==> src/as3_pkg.sv <==
// constants and types shared by the serial port three design
package as3_pkg;
	// ************************
	// register map
	// ************************
	localparam logic [15:0] AS3_OFS_CTRL = 16'h7F70;
	localparam logic [15:0] AS3_OFS_FMT = 16'h7F71;
	localparam logic [15:0] AS3_OFS_THOLD = 16'h7F72;
	localparam logic [15:0] AS3_OFS_RHOLD = 16'h7F73;
	localparam logic [15:0] AS3_OFS_DIV = 16'h7F75;
	localparam logic [7:0] AS3_RST_CTRL = 8'h20;
	localparam logic [7:0] AS3_RST_FMT = 8'h00;
	localparam logic [7:0] AS3_RST_BYTE = 8'h00;

	// port_control_status bits
	localparam int AS3_B_FIN = 7;
	localparam int AS3_B_FIN_IE = 6;
	localparam int AS3_B_VAC = 5;
	localparam int AS3_B_VAC_IE = 4;
	localparam int AS3_B_RUN = 3;
	localparam int AS3_B_ERR = 2;
	localparam int AS3_B_RDY = 1;
	localparam int AS3_B_RDY_IE = 0;
	// frame_format_control bits
	localparam int AS3_B_STOP2 = 7;
	localparam int AS3_B_PRESC = 6;
	localparam int AS3_B_SRC_HI = 5;
	localparam int AS3_B_SRC_LO = 4;
	localparam int AS3_B_ODD = 3;
	localparam int AS3_B_PEN = 2;
	localparam int AS3_B_WFLG = 1;
	localparam int AS3_B_WIE = 0;

	// ************************
	// baud clock
	// ************************
	localparam logic [1:0] AS3_SRC_SYS = 2'h0;
	localparam logic [1:0] AS3_SRC_EXT = 2'h1;
	localparam logic [1:0] AS3_SRC_LSO = 2'h2;
	localparam logic [1:0] AS3_SRC_HSO = 2'h3;
	// synchroniser lanes
	localparam int AS3_S_RXD = 0;
	localparam int AS3_S_EXT = 1;
	localparam int AS3_S_LSO = 2;
	localparam int AS3_S_HSO = 3;
	localparam logic [3:0] AS3_SYNC_IDLE = 4'hF;
	// mode 0 prescale shifts: x4 and x16
	localparam int AS3_SHIFT_X4 = 2;
	localparam int AS3_SHIFT_X16 = 4;
	// mode 1: fixed 9600 bit/s paced from the 32.768 kHz crystal
	localparam logic [16:0] AS3_LSO_HZ = 17'h08000;
	localparam logic [16:0] AS3_M1_BPS = 17'h02580;
	localparam logic [16:0] AS3_STEP_ONE = 17'h00001;
	localparam logic [3:0] AS3_LAST_DATA = 4'h7;

	typedef enum logic [2:0] {AS3_TX_IDLE, AS3_TX_START, AS3_TX_DATA, AS3_TX_PAR, AS3_TX_STOP} as3_tx_st_t;
	typedef enum logic [2:0] {AS3_RX_IDLE, AS3_RX_START, AS3_RX_DATA, AS3_RX_PAR, AS3_RX_STOP} as3_rx_st_t;

	typedef struct packed {
		logic [15:0] addr;
		logic [7:0] wdata;
		logic wr;
		logic rd;
	} as3_bus_req_t;
endpackage

==> src/as3_uart.sv <==
// full-duplex asynchronous serial port with double-buffered paths
`timescale 1ns/1ns
module as3_uart import as3_pkg::*; #(
	parameter int ADDR_W = 16
) (
	// clock and reset
	input wire logic i_ref_clk,
	input wire logic i_rst_n,
	// register port
	input wire as3_bus_req_t i_bus,
	output logic [7:0] o_rdata,
	// serial line and baud sources, all asynchronous
	input wire logic i_rxd,
	input wire logic i_external_baud_pin,
	input wire logic i_low_speed_oscillator,
	input wire logic i_high_speed_oscillator,
	output logic o_txd,
	// interrupt vector request and deep standby wake
	output logic o_irq_req,
	output logic o_wake_req
);

	// ************************
	// checks and helpers
	// ************************
	if (ADDR_W != 16) begin : g_bad_addr
		$error("as3_uart: register offsets need a 16-bit address");
	end

	// bit period limit, in pacing units
	function automatic logic [16:0] as3_limit(input logic mode1, input logic presc, input logic [7:0] div);
		logic [16:0] base;
		base = 17'(div) + AS3_STEP_ONE;
		if (mode1) begin
			return AS3_LSO_HZ;
		end
		return presc ? (base << AS3_SHIFT_X16) : (base << AS3_SHIFT_X4);
	endfunction

	// fractional pacer: returns {tick, new accumulator}
	function automatic logic [17:0] as3_pace(input logic [16:0] acc, input logic [16:0] step,
		input logic [16:0] limit);
		logic [16:0] sum;
		sum = acc + step;
		if (sum >= limit) begin
			return {1'b1, 17'(sum - limit)};
		end
		return {1'b0, sum};
	endfunction

	// ************************
	// state
	// ************************
	typedef struct packed {
		logic [3:0] s1;
		logic [3:0] s2;
		logic [3:0] s3;
		logic [7:0] ctl;
		logic [7:0] fmt;
		logic [7:0] thold;
		logic [7:0] rhold;
		logic [7:0] div;
		as3_tx_st_t tx_st;
		logic [8:0] tx_sh;
		logic [3:0] tx_cnt;
		logic [16:0] tx_acc;
		logic txd;
		as3_rx_st_t rx_st;
		logic [7:0] rx_sh;
		logic [3:0] rx_cnt;
		logic [16:0] rx_acc;
		logic rx_perr;
		logic [7:0] rdata;
	} as3_state_t;

	as3_state_t st_ff;
	as3_state_t nxt_st;
	logic mode1;
	logic par_on;
	logic src_tick;
	logic [16:0] step;
	logic [16:0] limit;
	logic [17:0] tx_p;
	logic [17:0] rx_p;
	logic wr_thold;
	logic rd_rhold;
	logic tx_load;
	logic rx_done;
	logic rx_bit;

	always_comb begin
		nxt_st = st_ff;
		// the first stage feeds only the second; logic reads stage two and three
		nxt_st.s1 = {i_high_speed_oscillator, i_low_speed_oscillator, i_external_baud_pin, i_rxd};
		nxt_st.s2 = st_ff.s1;
		nxt_st.s3 = st_ff.s2;
		rx_bit = st_ff.s2[AS3_S_RXD];

		mode1 = (st_ff.div == AS3_RST_BYTE);
		par_on = !mode1 && st_ff.fmt[AS3_B_PEN];
		// mode 1 always paces from the crystal whatever the source field says
		unique case (mode1 ? AS3_SRC_LSO : st_ff.fmt[AS3_B_SRC_HI:AS3_B_SRC_LO])
			AS3_SRC_SYS: src_tick = 1'b1;
			AS3_SRC_EXT: src_tick = st_ff.s2[AS3_S_EXT] && !st_ff.s3[AS3_S_EXT];
			AS3_SRC_LSO: src_tick = st_ff.s2[AS3_S_LSO] && !st_ff.s3[AS3_S_LSO];
			AS3_SRC_HSO: src_tick = st_ff.s2[AS3_S_HSO] && !st_ff.s3[AS3_S_HSO];
		endcase
		step = mode1 ? AS3_M1_BPS : AS3_STEP_ONE;
		limit = as3_limit(mode1, st_ff.fmt[AS3_B_PRESC], st_ff.div);
		tx_p = src_tick ? as3_pace(st_ff.tx_acc, step, limit) : {1'b0, st_ff.tx_acc};
		rx_p = src_tick ? as3_pace(st_ff.rx_acc, step, limit) : {1'b0, st_ff.rx_acc};

		wr_thold = i_bus.wr && (i_bus.addr == AS3_OFS_THOLD);
		rd_rhold = i_bus.rd && (i_bus.addr == AS3_OFS_RHOLD);
		tx_load = 1'b0;
		rx_done = 1'b0;

		// ************************
		// register writes
		// ************************
		if (i_bus.wr) begin
			unique case (i_bus.addr)
				AS3_OFS_CTRL: begin
					nxt_st.ctl[AS3_B_FIN_IE] = i_bus.wdata[AS3_B_FIN_IE];
					nxt_st.ctl[AS3_B_VAC_IE] = i_bus.wdata[AS3_B_VAC_IE];
					nxt_st.ctl[AS3_B_RUN] = i_bus.wdata[AS3_B_RUN];
					nxt_st.ctl[AS3_B_RDY_IE] = i_bus.wdata[AS3_B_RDY_IE];
					// sticky flags: writing zero clears, writing one is ignored
					nxt_st.ctl[AS3_B_FIN] = st_ff.ctl[AS3_B_FIN] && i_bus.wdata[AS3_B_FIN];
					nxt_st.ctl[AS3_B_ERR] = st_ff.ctl[AS3_B_ERR] && i_bus.wdata[AS3_B_ERR];
				end
				AS3_OFS_FMT: begin
					nxt_st.fmt = i_bus.wdata;
					nxt_st.fmt[AS3_B_WFLG] = st_ff.fmt[AS3_B_WFLG] && i_bus.wdata[AS3_B_WFLG];
				end
				AS3_OFS_THOLD: begin
					nxt_st.thold = i_bus.wdata;
					nxt_st.ctl[AS3_B_VAC] = 1'b0;
				end
				AS3_OFS_DIV: nxt_st.div = i_bus.wdata;
				default: ;
			endcase
		end
		if (rd_rhold) begin
			nxt_st.ctl[AS3_B_RDY] = 1'b0;
		end

		// ************************
		// register reads
		// ************************
		nxt_st.rdata = AS3_RST_BYTE;
		if (i_bus.rd) begin
			unique case (i_bus.addr)
				AS3_OFS_CTRL: nxt_st.rdata = st_ff.ctl;
				AS3_OFS_FMT: nxt_st.rdata = st_ff.fmt;
				AS3_OFS_THOLD: nxt_st.rdata = st_ff.thold;
				AS3_OFS_RHOLD: nxt_st.rdata = st_ff.rhold;
				AS3_OFS_DIV: nxt_st.rdata = st_ff.div;
				default: nxt_st.rdata = AS3_RST_BYTE;
			endcase
		end

		// ************************
		// wake detect
		// ************************
		if (st_ff.fmt[AS3_B_WIE] && !rx_bit) begin
			nxt_st.fmt[AS3_B_WFLG] = 1'b1;
		end

		// ************************
		// transmitter
		// ************************
		nxt_st.tx_acc = tx_p[16:0];
		unique case (st_ff.tx_st)
			AS3_TX_IDLE: begin
				nxt_st.txd = 1'b1;
				nxt_st.tx_acc = '0;
				tx_load = !st_ff.ctl[AS3_B_VAC];
			end
			AS3_TX_START: begin
				if (tx_p[17]) begin
					nxt_st.txd = st_ff.tx_sh[0];
					nxt_st.tx_st = AS3_TX_DATA;
					nxt_st.tx_cnt = '0;
				end
			end
			AS3_TX_DATA: begin
				if (tx_p[17]) begin
					nxt_st.tx_sh = {1'b1, st_ff.tx_sh[8:1]};
					nxt_st.tx_cnt = st_ff.tx_cnt + 4'h1;
					if (st_ff.tx_cnt == AS3_LAST_DATA) begin
						nxt_st.tx_cnt = '0;
						// the ninth shifter bit is the precomputed parity bit
						nxt_st.txd = par_on ? st_ff.tx_sh[1] : 1'b1;
						nxt_st.tx_st = par_on ? AS3_TX_PAR : AS3_TX_STOP;
					end else begin
						nxt_st.txd = st_ff.tx_sh[1];
					end
				end
			end
			AS3_TX_PAR: begin
				if (tx_p[17]) begin
					nxt_st.txd = 1'b1;
					nxt_st.tx_st = AS3_TX_STOP;
				end
			end
			AS3_TX_STOP: begin
				if (tx_p[17]) begin
					nxt_st.tx_cnt = st_ff.tx_cnt + 4'h1;
					if (st_ff.tx_cnt != '0 || !st_ff.fmt[AS3_B_STOP2]) begin
						nxt_st.tx_st = AS3_TX_IDLE;
						// back-to-back: a waiting byte starts with no idle bit
						tx_load = !st_ff.ctl[AS3_B_VAC];
						if (st_ff.ctl[AS3_B_VAC]) begin
							nxt_st.ctl[AS3_B_FIN] = 1'b1;
						end
					end
				end
			end
			default: nxt_st.tx_st = AS3_TX_IDLE;
		endcase
		if (tx_load && st_ff.ctl[AS3_B_RUN]) begin
			// parity: even makes the ones count even, odd makes it odd
			nxt_st.tx_sh = {(^st_ff.thold) ^ st_ff.fmt[AS3_B_ODD], st_ff.thold};
			nxt_st.tx_st = AS3_TX_START;
			nxt_st.tx_acc = '0;
			nxt_st.txd = 1'b0;
			nxt_st.ctl[AS3_B_FIN] = 1'b0;
			// a write in the same cycle queues a fresh byte, so it keeps vacant low
			nxt_st.ctl[AS3_B_VAC] = !wr_thold;
		end else begin
			tx_load = 1'b0;
		end

		// ************************
		// receiver
		// ************************
		nxt_st.rx_acc = rx_p[16:0];
		unique case (st_ff.rx_st)
			AS3_RX_IDLE: begin
				if (!rx_bit) begin
					// start the pacer half a period in so samples land mid-bit
					nxt_st.rx_acc = limit >> 1;
					nxt_st.rx_st = AS3_RX_START;
					nxt_st.rx_perr = 1'b0;
				end
			end
			AS3_RX_START: begin
				if (rx_p[17]) begin
					// a high level at mid-start is a glitch, not a frame
					nxt_st.rx_st = rx_bit ? AS3_RX_IDLE : AS3_RX_DATA;
					nxt_st.rx_cnt = '0;
				end
			end
			AS3_RX_DATA: begin
				if (rx_p[17]) begin
					nxt_st.rx_sh = {rx_bit, st_ff.rx_sh[7:1]};
					nxt_st.rx_cnt = st_ff.rx_cnt + 4'h1;
					if (st_ff.rx_cnt == AS3_LAST_DATA) begin
						nxt_st.rx_st = par_on ? AS3_RX_PAR : AS3_RX_STOP;
					end
				end
			end
			AS3_RX_PAR: begin
				if (rx_p[17]) begin
					nxt_st.rx_perr = (^st_ff.rx_sh) ^ st_ff.fmt[AS3_B_ODD] ^ rx_bit;
					nxt_st.rx_st = AS3_RX_STOP;
				end
			end
			AS3_RX_STOP: begin
				if (rx_p[17]) begin
					// only the first stop is checked; a low next bit is a new start
					nxt_st.rx_st = AS3_RX_IDLE;
					rx_done = 1'b1;
					nxt_st.rhold = st_ff.rx_sh;
					nxt_st.ctl[AS3_B_RDY] = 1'b1;
					if (st_ff.rx_perr || !rx_bit || (st_ff.ctl[AS3_B_RDY] && !rd_rhold)) begin
						nxt_st.ctl[AS3_B_ERR] = 1'b1;
					end
				end
			end
			default: nxt_st.rx_st = AS3_RX_IDLE;
		endcase

		// halting parks both paths; flags and buffers are kept
		if (!st_ff.ctl[AS3_B_RUN]) begin
			nxt_st.tx_st = AS3_TX_IDLE;
			nxt_st.rx_st = AS3_RX_IDLE;
			nxt_st.txd = 1'b1;
			nxt_st.tx_acc = '0;
			nxt_st.rx_acc = '0;
		end
	end

	always_ff @(posedge i_ref_clk) begin
		if (!i_rst_n) begin
			st_ff <= '0;
			st_ff.s1 <= AS3_SYNC_IDLE;
			st_ff.s2 <= AS3_SYNC_IDLE;
			st_ff.s3 <= AS3_SYNC_IDLE;
			st_ff.ctl <= AS3_RST_CTRL;
			st_ff.fmt <= AS3_RST_FMT;
			st_ff.tx_st <= AS3_TX_IDLE;
			st_ff.rx_st <= AS3_RX_IDLE;
			st_ff.txd <= 1'b1;
		end else begin
			st_ff <= nxt_st;
		end
	end

	// ************************
	// outputs
	// ************************
	assign o_rdata = st_ff.rdata;
	assign o_txd = st_ff.txd;
	// one level for every source; it also serves to release light standby
	assign o_irq_req = (st_ff.ctl[AS3_B_FIN] && st_ff.ctl[AS3_B_FIN_IE])
		|| (st_ff.ctl[AS3_B_VAC] && st_ff.ctl[AS3_B_VAC_IE])
		|| (st_ff.ctl[AS3_B_RDY] && st_ff.ctl[AS3_B_RDY_IE])
		|| (st_ff.fmt[AS3_B_WFLG] && st_ff.fmt[AS3_B_WIE]);
	assign o_wake_req = st_ff.fmt[AS3_B_WFLG];

	// ************************
	// assertions
	// ************************
	a_irq_on_ready: assert property (@(posedge i_ref_clk) disable iff (!i_rst_n)
		(st_ff.ctl[AS3_B_RDY] && st_ff.ctl[AS3_B_RDY_IE]) |-> o_irq_req)
		else $error("ready with enable did not raise interrupt");
	a_wake_sets: assert property (@(posedge i_ref_clk) disable iff (!i_rst_n)
		(st_ff.fmt[AS3_B_WIE] && !st_ff.s2[AS3_S_RXD]) |=> (st_ff.fmt[AS3_B_WFLG] && o_wake_req))
		else $error("low receive line with wake enable missed the flag");
	a_load_clears_fin: assert property (@(posedge i_ref_clk) disable iff (!i_rst_n)
		tx_load |=> (!st_ff.ctl[AS3_B_FIN] && st_ff.tx_st == AS3_TX_START && !o_txd))
		else $error("transfer to shifter did not clear finished or start frame");
	a_write_clears_vac: assert property (@(posedge i_ref_clk) disable iff (!i_rst_n)
		wr_thold |=> !st_ff.ctl[AS3_B_VAC])
		else $error("holding write left vacant set");
	a_load_sets_vac: assert property (@(posedge i_ref_clk) disable iff (!i_rst_n)
		(tx_load && !wr_thold) |=> (st_ff.ctl[AS3_B_VAC] && st_ff.tx_sh[7:0] == $past(st_ff.thold)))
		else $error("transfer did not set vacant or load shifter");
	a_halt_idles: assert property (@(posedge i_ref_clk) disable iff (!i_rst_n)
		!st_ff.ctl[AS3_B_RUN] |=> (st_ff.tx_st == AS3_TX_IDLE && st_ff.rx_st == AS3_RX_IDLE && o_txd))
		else $error("halted port kept running");
	a_read_clears_rdy: assert property (@(posedge i_ref_clk) disable iff (!i_rst_n)
		(rd_rhold && !rx_done) |=> !st_ff.ctl[AS3_B_RDY])
		else $error("holding read did not clear ready");
	a_rx_copy: assert property (@(posedge i_ref_clk) disable iff (!i_rst_n)
		rx_done |=> (st_ff.ctl[AS3_B_RDY] && st_ff.rhold == $past(st_ff.rx_sh)))
		else $error("end of reception did not copy shifter");
	a_stop_error: assert property (@(posedge i_ref_clk) disable iff (!i_rst_n)
		(rx_done && !st_ff.s2[AS3_S_RXD]) |=> st_ff.ctl[AS3_B_ERR])
		else $error("low stop bit did not set error");
	a_finish_idle: assert property (@(posedge i_ref_clk) disable iff (!i_rst_n)
		$rose(st_ff.ctl[AS3_B_FIN]) |-> (st_ff.tx_st == AS3_TX_IDLE && $past(st_ff.tx_st) == AS3_TX_STOP))
		else $error("finished flag rose outside end of stop");

endmodule

==> config.mk <==
export PLATFORM = sky130hd
export DESIGN_NAME = as3_uart
export DESIGN_NICKNAME = d
export VERILOG_FILES = /design/src/as3_pkg.sv /design/src/as3_uart.sv
export SDC_FILE = /design/constraint.sdc
export NUM_CORES = 1
export LEC_CHECK = 0
export BUFFER_PORTS_ARGS = -buffer_cell sky130_fd_sc_hd__buf_2
export CORE_MARGIN = 2
export CORE_UTILIZATION = 42
export CTS_BUF_LIST = sky130_fd_sc_hd__clkbuf_4 sky130_fd_sc_hd__clkbuf_8 sky130_fd_sc_hd__clkbuf_16
export CTS_CLUSTER_SIZE = 16
export DETAILED_ROUTE_END_ITERATION = 6
export HOLD_SLACK_MARGIN = 0.03
export RECOVER_POWER = 25
export SETUP_SLACK_MARGIN = 0.05
export SLEW_MARGIN = 10
export SYNTH_ARGS = -nofsm -noshare
export SYNTH_HDL_FRONTEND = slang
export SYNTH_SLANG_ARGS = --single-unit
==> constraint.sdc <==
create_clock -name i_ref_clk -period 7.7 [get_ports i_ref_clk]
set_input_delay 1.54 -clock i_ref_clk [delete_from_list [all_inputs] [get_ports i_ref_clk]]
set_output_delay 1.54 -clock i_ref_clk [all_outputs]
set_load 0.05 [all_outputs]
==> impl_metrics.tcl <==
set metrics [dict create \
    drc 0 \
    cts_root_buf "clkbuf_16" \
    htree_levels 4 \
    initial_core_util_pct 42.7 \
    synth.area.top_cells "dfxtp_1 30%, ha_1 6.2%, mux2i_1 6.2%" \
    drive_gt1_share_pct 9.44 \
    clkTransAtPathRegs_ns 0.06 \
    grt_pass1_wl_mm 34.9 \
    final_common_cell "nor2_1" \
    relSlewSlack_pct -31.7 \
    final.period_utilization_pct 79.0 \
    place_ws_ns 1.68 \
    worstSetupStartpointType "flop" \
    seq_area_um2 2520 \
    cp.required_ns 8.05 \
    dr.pass1.iters 5 \
    drt_iter0_markers 478 \
    maxCapViolCount 2 \
    ff2ff_path_depth 21 \
    r2r-end "st_ff[34]" \
    netlist_area_um2 8280 \
    dr_wl_met2_mm 9.73 \
    clock-sinks 126 \
    ys.warnings.count 0 \
    diodes 0 \
    p_per_area_nw_per_um2 160 \
    drv_slew 93 \
    setup_ws_ns 1.62 \
    synthFlopType "dfxtp_1" \
    via_per_inst 5.59 \
    clk_latency_ns 0.42 \
    dpl_cell_area_um2 8600 \
    yosysUniqueCellTypes 67 \
    synth_top_area_share_pct 30.5 \
    gr-total-overflow 0 \
    ir_drop_mv 0.146 \
    highest_layer "met4" \
    synth-seq-area-share_pct 30.5 \
    core_um2 19400 \
    setup-tns-final_ns 0 \
    hold_violations 0 \
    syn_area_per_cell_um2 8.02 \
    vias 7351 \
    crit_path_end_kind "flop" \
    grt_pass1_vias 6738 \
    wl_met3_mm 1.08 \
    cts_resized 0 \
    die_w_um 144 \
    fp.dieH_um 144 \
    cp.arrival_ns 6.43 \
    finalWorstPathRequiredPeriod_ns 6.08 \
    syn_nets 1107 \
    violations "capacitance limit, slew limit" \
    hold_buffers 0 \
    avgRoutedWirePerCell_um 16.2 \
    syn_inst 1032 \
    finalInstanceArea_um2 9130 \
    power.leakage_nw 3.41 \
    ant_nets 0 \
    routed_wl_mm 21.4 \
    final-setup-viol-count 0 \
    ys_seq_elements 126 \
    status "finished, violations left" \
    crit_path_start "st_ff[75]" \
    numCtsBuffers 17 \
    fill_cells 1950 \
    r2r_start "st_ff[75]" \
    area_growth_pct 10.3 \
    cp_max_fo 18 \
    synth-async-reset-ratio_pct 0 \
    io_pins 43 \
    cts_setup_buffers 0 \
    grt_max_degree 47 \
    worst_pin_slew_ns 1.98 \
    endpoint "st_ff[34]" \
    fin_cells 1314 \
    hpwl_mm 15.2 \
    criticalPathCategory "reg2reg" \
    grtUsageTotal_pct 21.2 \
    layout_common_cells "136 x nor2_1, 126 x dfxtp_1, 88 x nand2_1" \
    synth_edf_count 0 \
    yosysTopAreaCell "dfxtp_1" \
    place.gp.congestion 0.884 \
    hold_ws_ns 0.405 \
    holdPathStages 1 \
    multiInputGateArea_um2 5390 \
    clk_path_buf_depth 2 \
    fmax_mhz 164 \
    final_net_count 1111 \
    antenna_found_initial 0 \
    cts_tree "built" \
    place_inst 1282 \
    wl_met1_mm 10.2 \
    rsz0062_at_grt "no" \
    min-delay-path-class "reg2reg" \
    rows 51 \
    rrSetupSlack_ns 1.62 \
    skew_ns 0.0101 \
    io_buffers 42 \
    dieArea_um2 20800 \
]
[cell usage after synthesis (all sizes together), types with 4 or more instances]
cell and count:
clkbuf 45, nand4b 4, buf 18, o31a 5, o21ai 49, nor2b 11, o311ai 6, nand4 12
o21bai 4, nand3 40, a211oi 18, ha 41, and2 6, and3 9, nand2 88, a222oi 4
o21a 7, inv 26, dfxtp 126, a21oi 66, o31ai 9, a31oi 18, mux2i 51, xnor2 51
o211ai 7, nand2b 18, mux2 19, nor3 27, nand3b 9, a22oi 10, nor4 10, nor2 136
or3 8, xor2 20, a21o 12
[logic make-up (layout without fill, tap and decap cells)]
kind of cell             after synthesis  in the layout  share of synthesized area, %
AO/OA/AOI/OAI                        244            244                          19.4
XOR/XNOR                              71             71                          7.51
adder cells (fa/ha/maj)               43             43                          6.68
buffers and inverters                 89            106                          4.57
flip-flops                           126            126                          30.5
multiplexers                          70             70                          8.75
AND/OR/NAND/NOR                      389            389                          22.6
[worst min path at each step]
stage / startpoint / to / slack (ns)
after global routing: nxt_st[121] / nxt_st[117] / 0.42
after detailed placement: nxt_st[121] / nxt_st[117] / 0.39
after CTS: nxt_st[121] / nxt_st[117] / 0.41
after floorplan: nxt_st[119] / nxt_st[115] / 0.39
final: nxt_st[121] / nxt_st[117] / 0.41
after global placement: nxt_st[119] / nxt_st[115] / 0.39
[metrics by stage]
| step | utilization [%] | total power [mW] |
|---|---|---|
| 3_5_place_dp | 44.3 | 0.713 |
| 6_report | 47.1 | 1.46 |
| 5_1_grt | 47.1 | 1.51 |
| 2_1_floorplan | - | 0.695 |
| 4_1_cts | 47.2 | 1.48 |
| 3_3_place_gp | 44.3 | 0.713 |
[worst max-delay path: stages (launching register included)]
cell      delay [ns]
dfxtp_1         0.37
inv_1           0.08
ha_1            0.13
nor4b_1         0.31
nand2_1         0.08
buf_4           0.20
inv_1           0.48
ha_1            0.39
a21oi_1         0.32
o31ai_1         0.17
a31oi_1         0.29
xnor2_1         0.11
ha_1            0.35
inv_1           0.11
nor3_1          0.34
o211ai_1        0.18
a31oi_1         0.38
and3b_1         0.43
buf_4           0.30
nor4b_4         0.66
nand3_1         0.14
o21ai_0         0.15
[cell type report]
type | instances | area share, %
multi-input combinational | 817 | 59.0
sequential | 126 | 27.6
clock buffer | 19 | 4.89
tap | 265 | 3.63
timing repair buffer | 48 | 2.60
clock inverter | 13 | 1.15
inverter | 26 | 1.07
[where the power goes]
group | total [mW] | switching, mW | leakage, nW | internal (mW)
combinational | 0.0407 | 0.0260 | 2.13 | 0.0147
sequential | 0.658 | 0.00213 | 1.02 | 0.656
clock | 0.763 | 0.333 | 0.266 | 0.430
[metal layers]
metal | global-route usage, % | vias to the layer above
met5 | 0 | -
met4 | 5.31 | 0
met3 | 4.14 | 22
met2 | 34.0 | 203
met1 | 29.2 | 3401
li1 | - | 3725
[registers in the layout (all words and copies together) (netlist names)]
| name | cells |
|---|---|
| o_wake_req | 1 |
| st_ff | 108 |
| o_txd | 1 |
| o_rdata | 8 |
| nxt_st | 8 |
(Power assumes the default switching activity.)
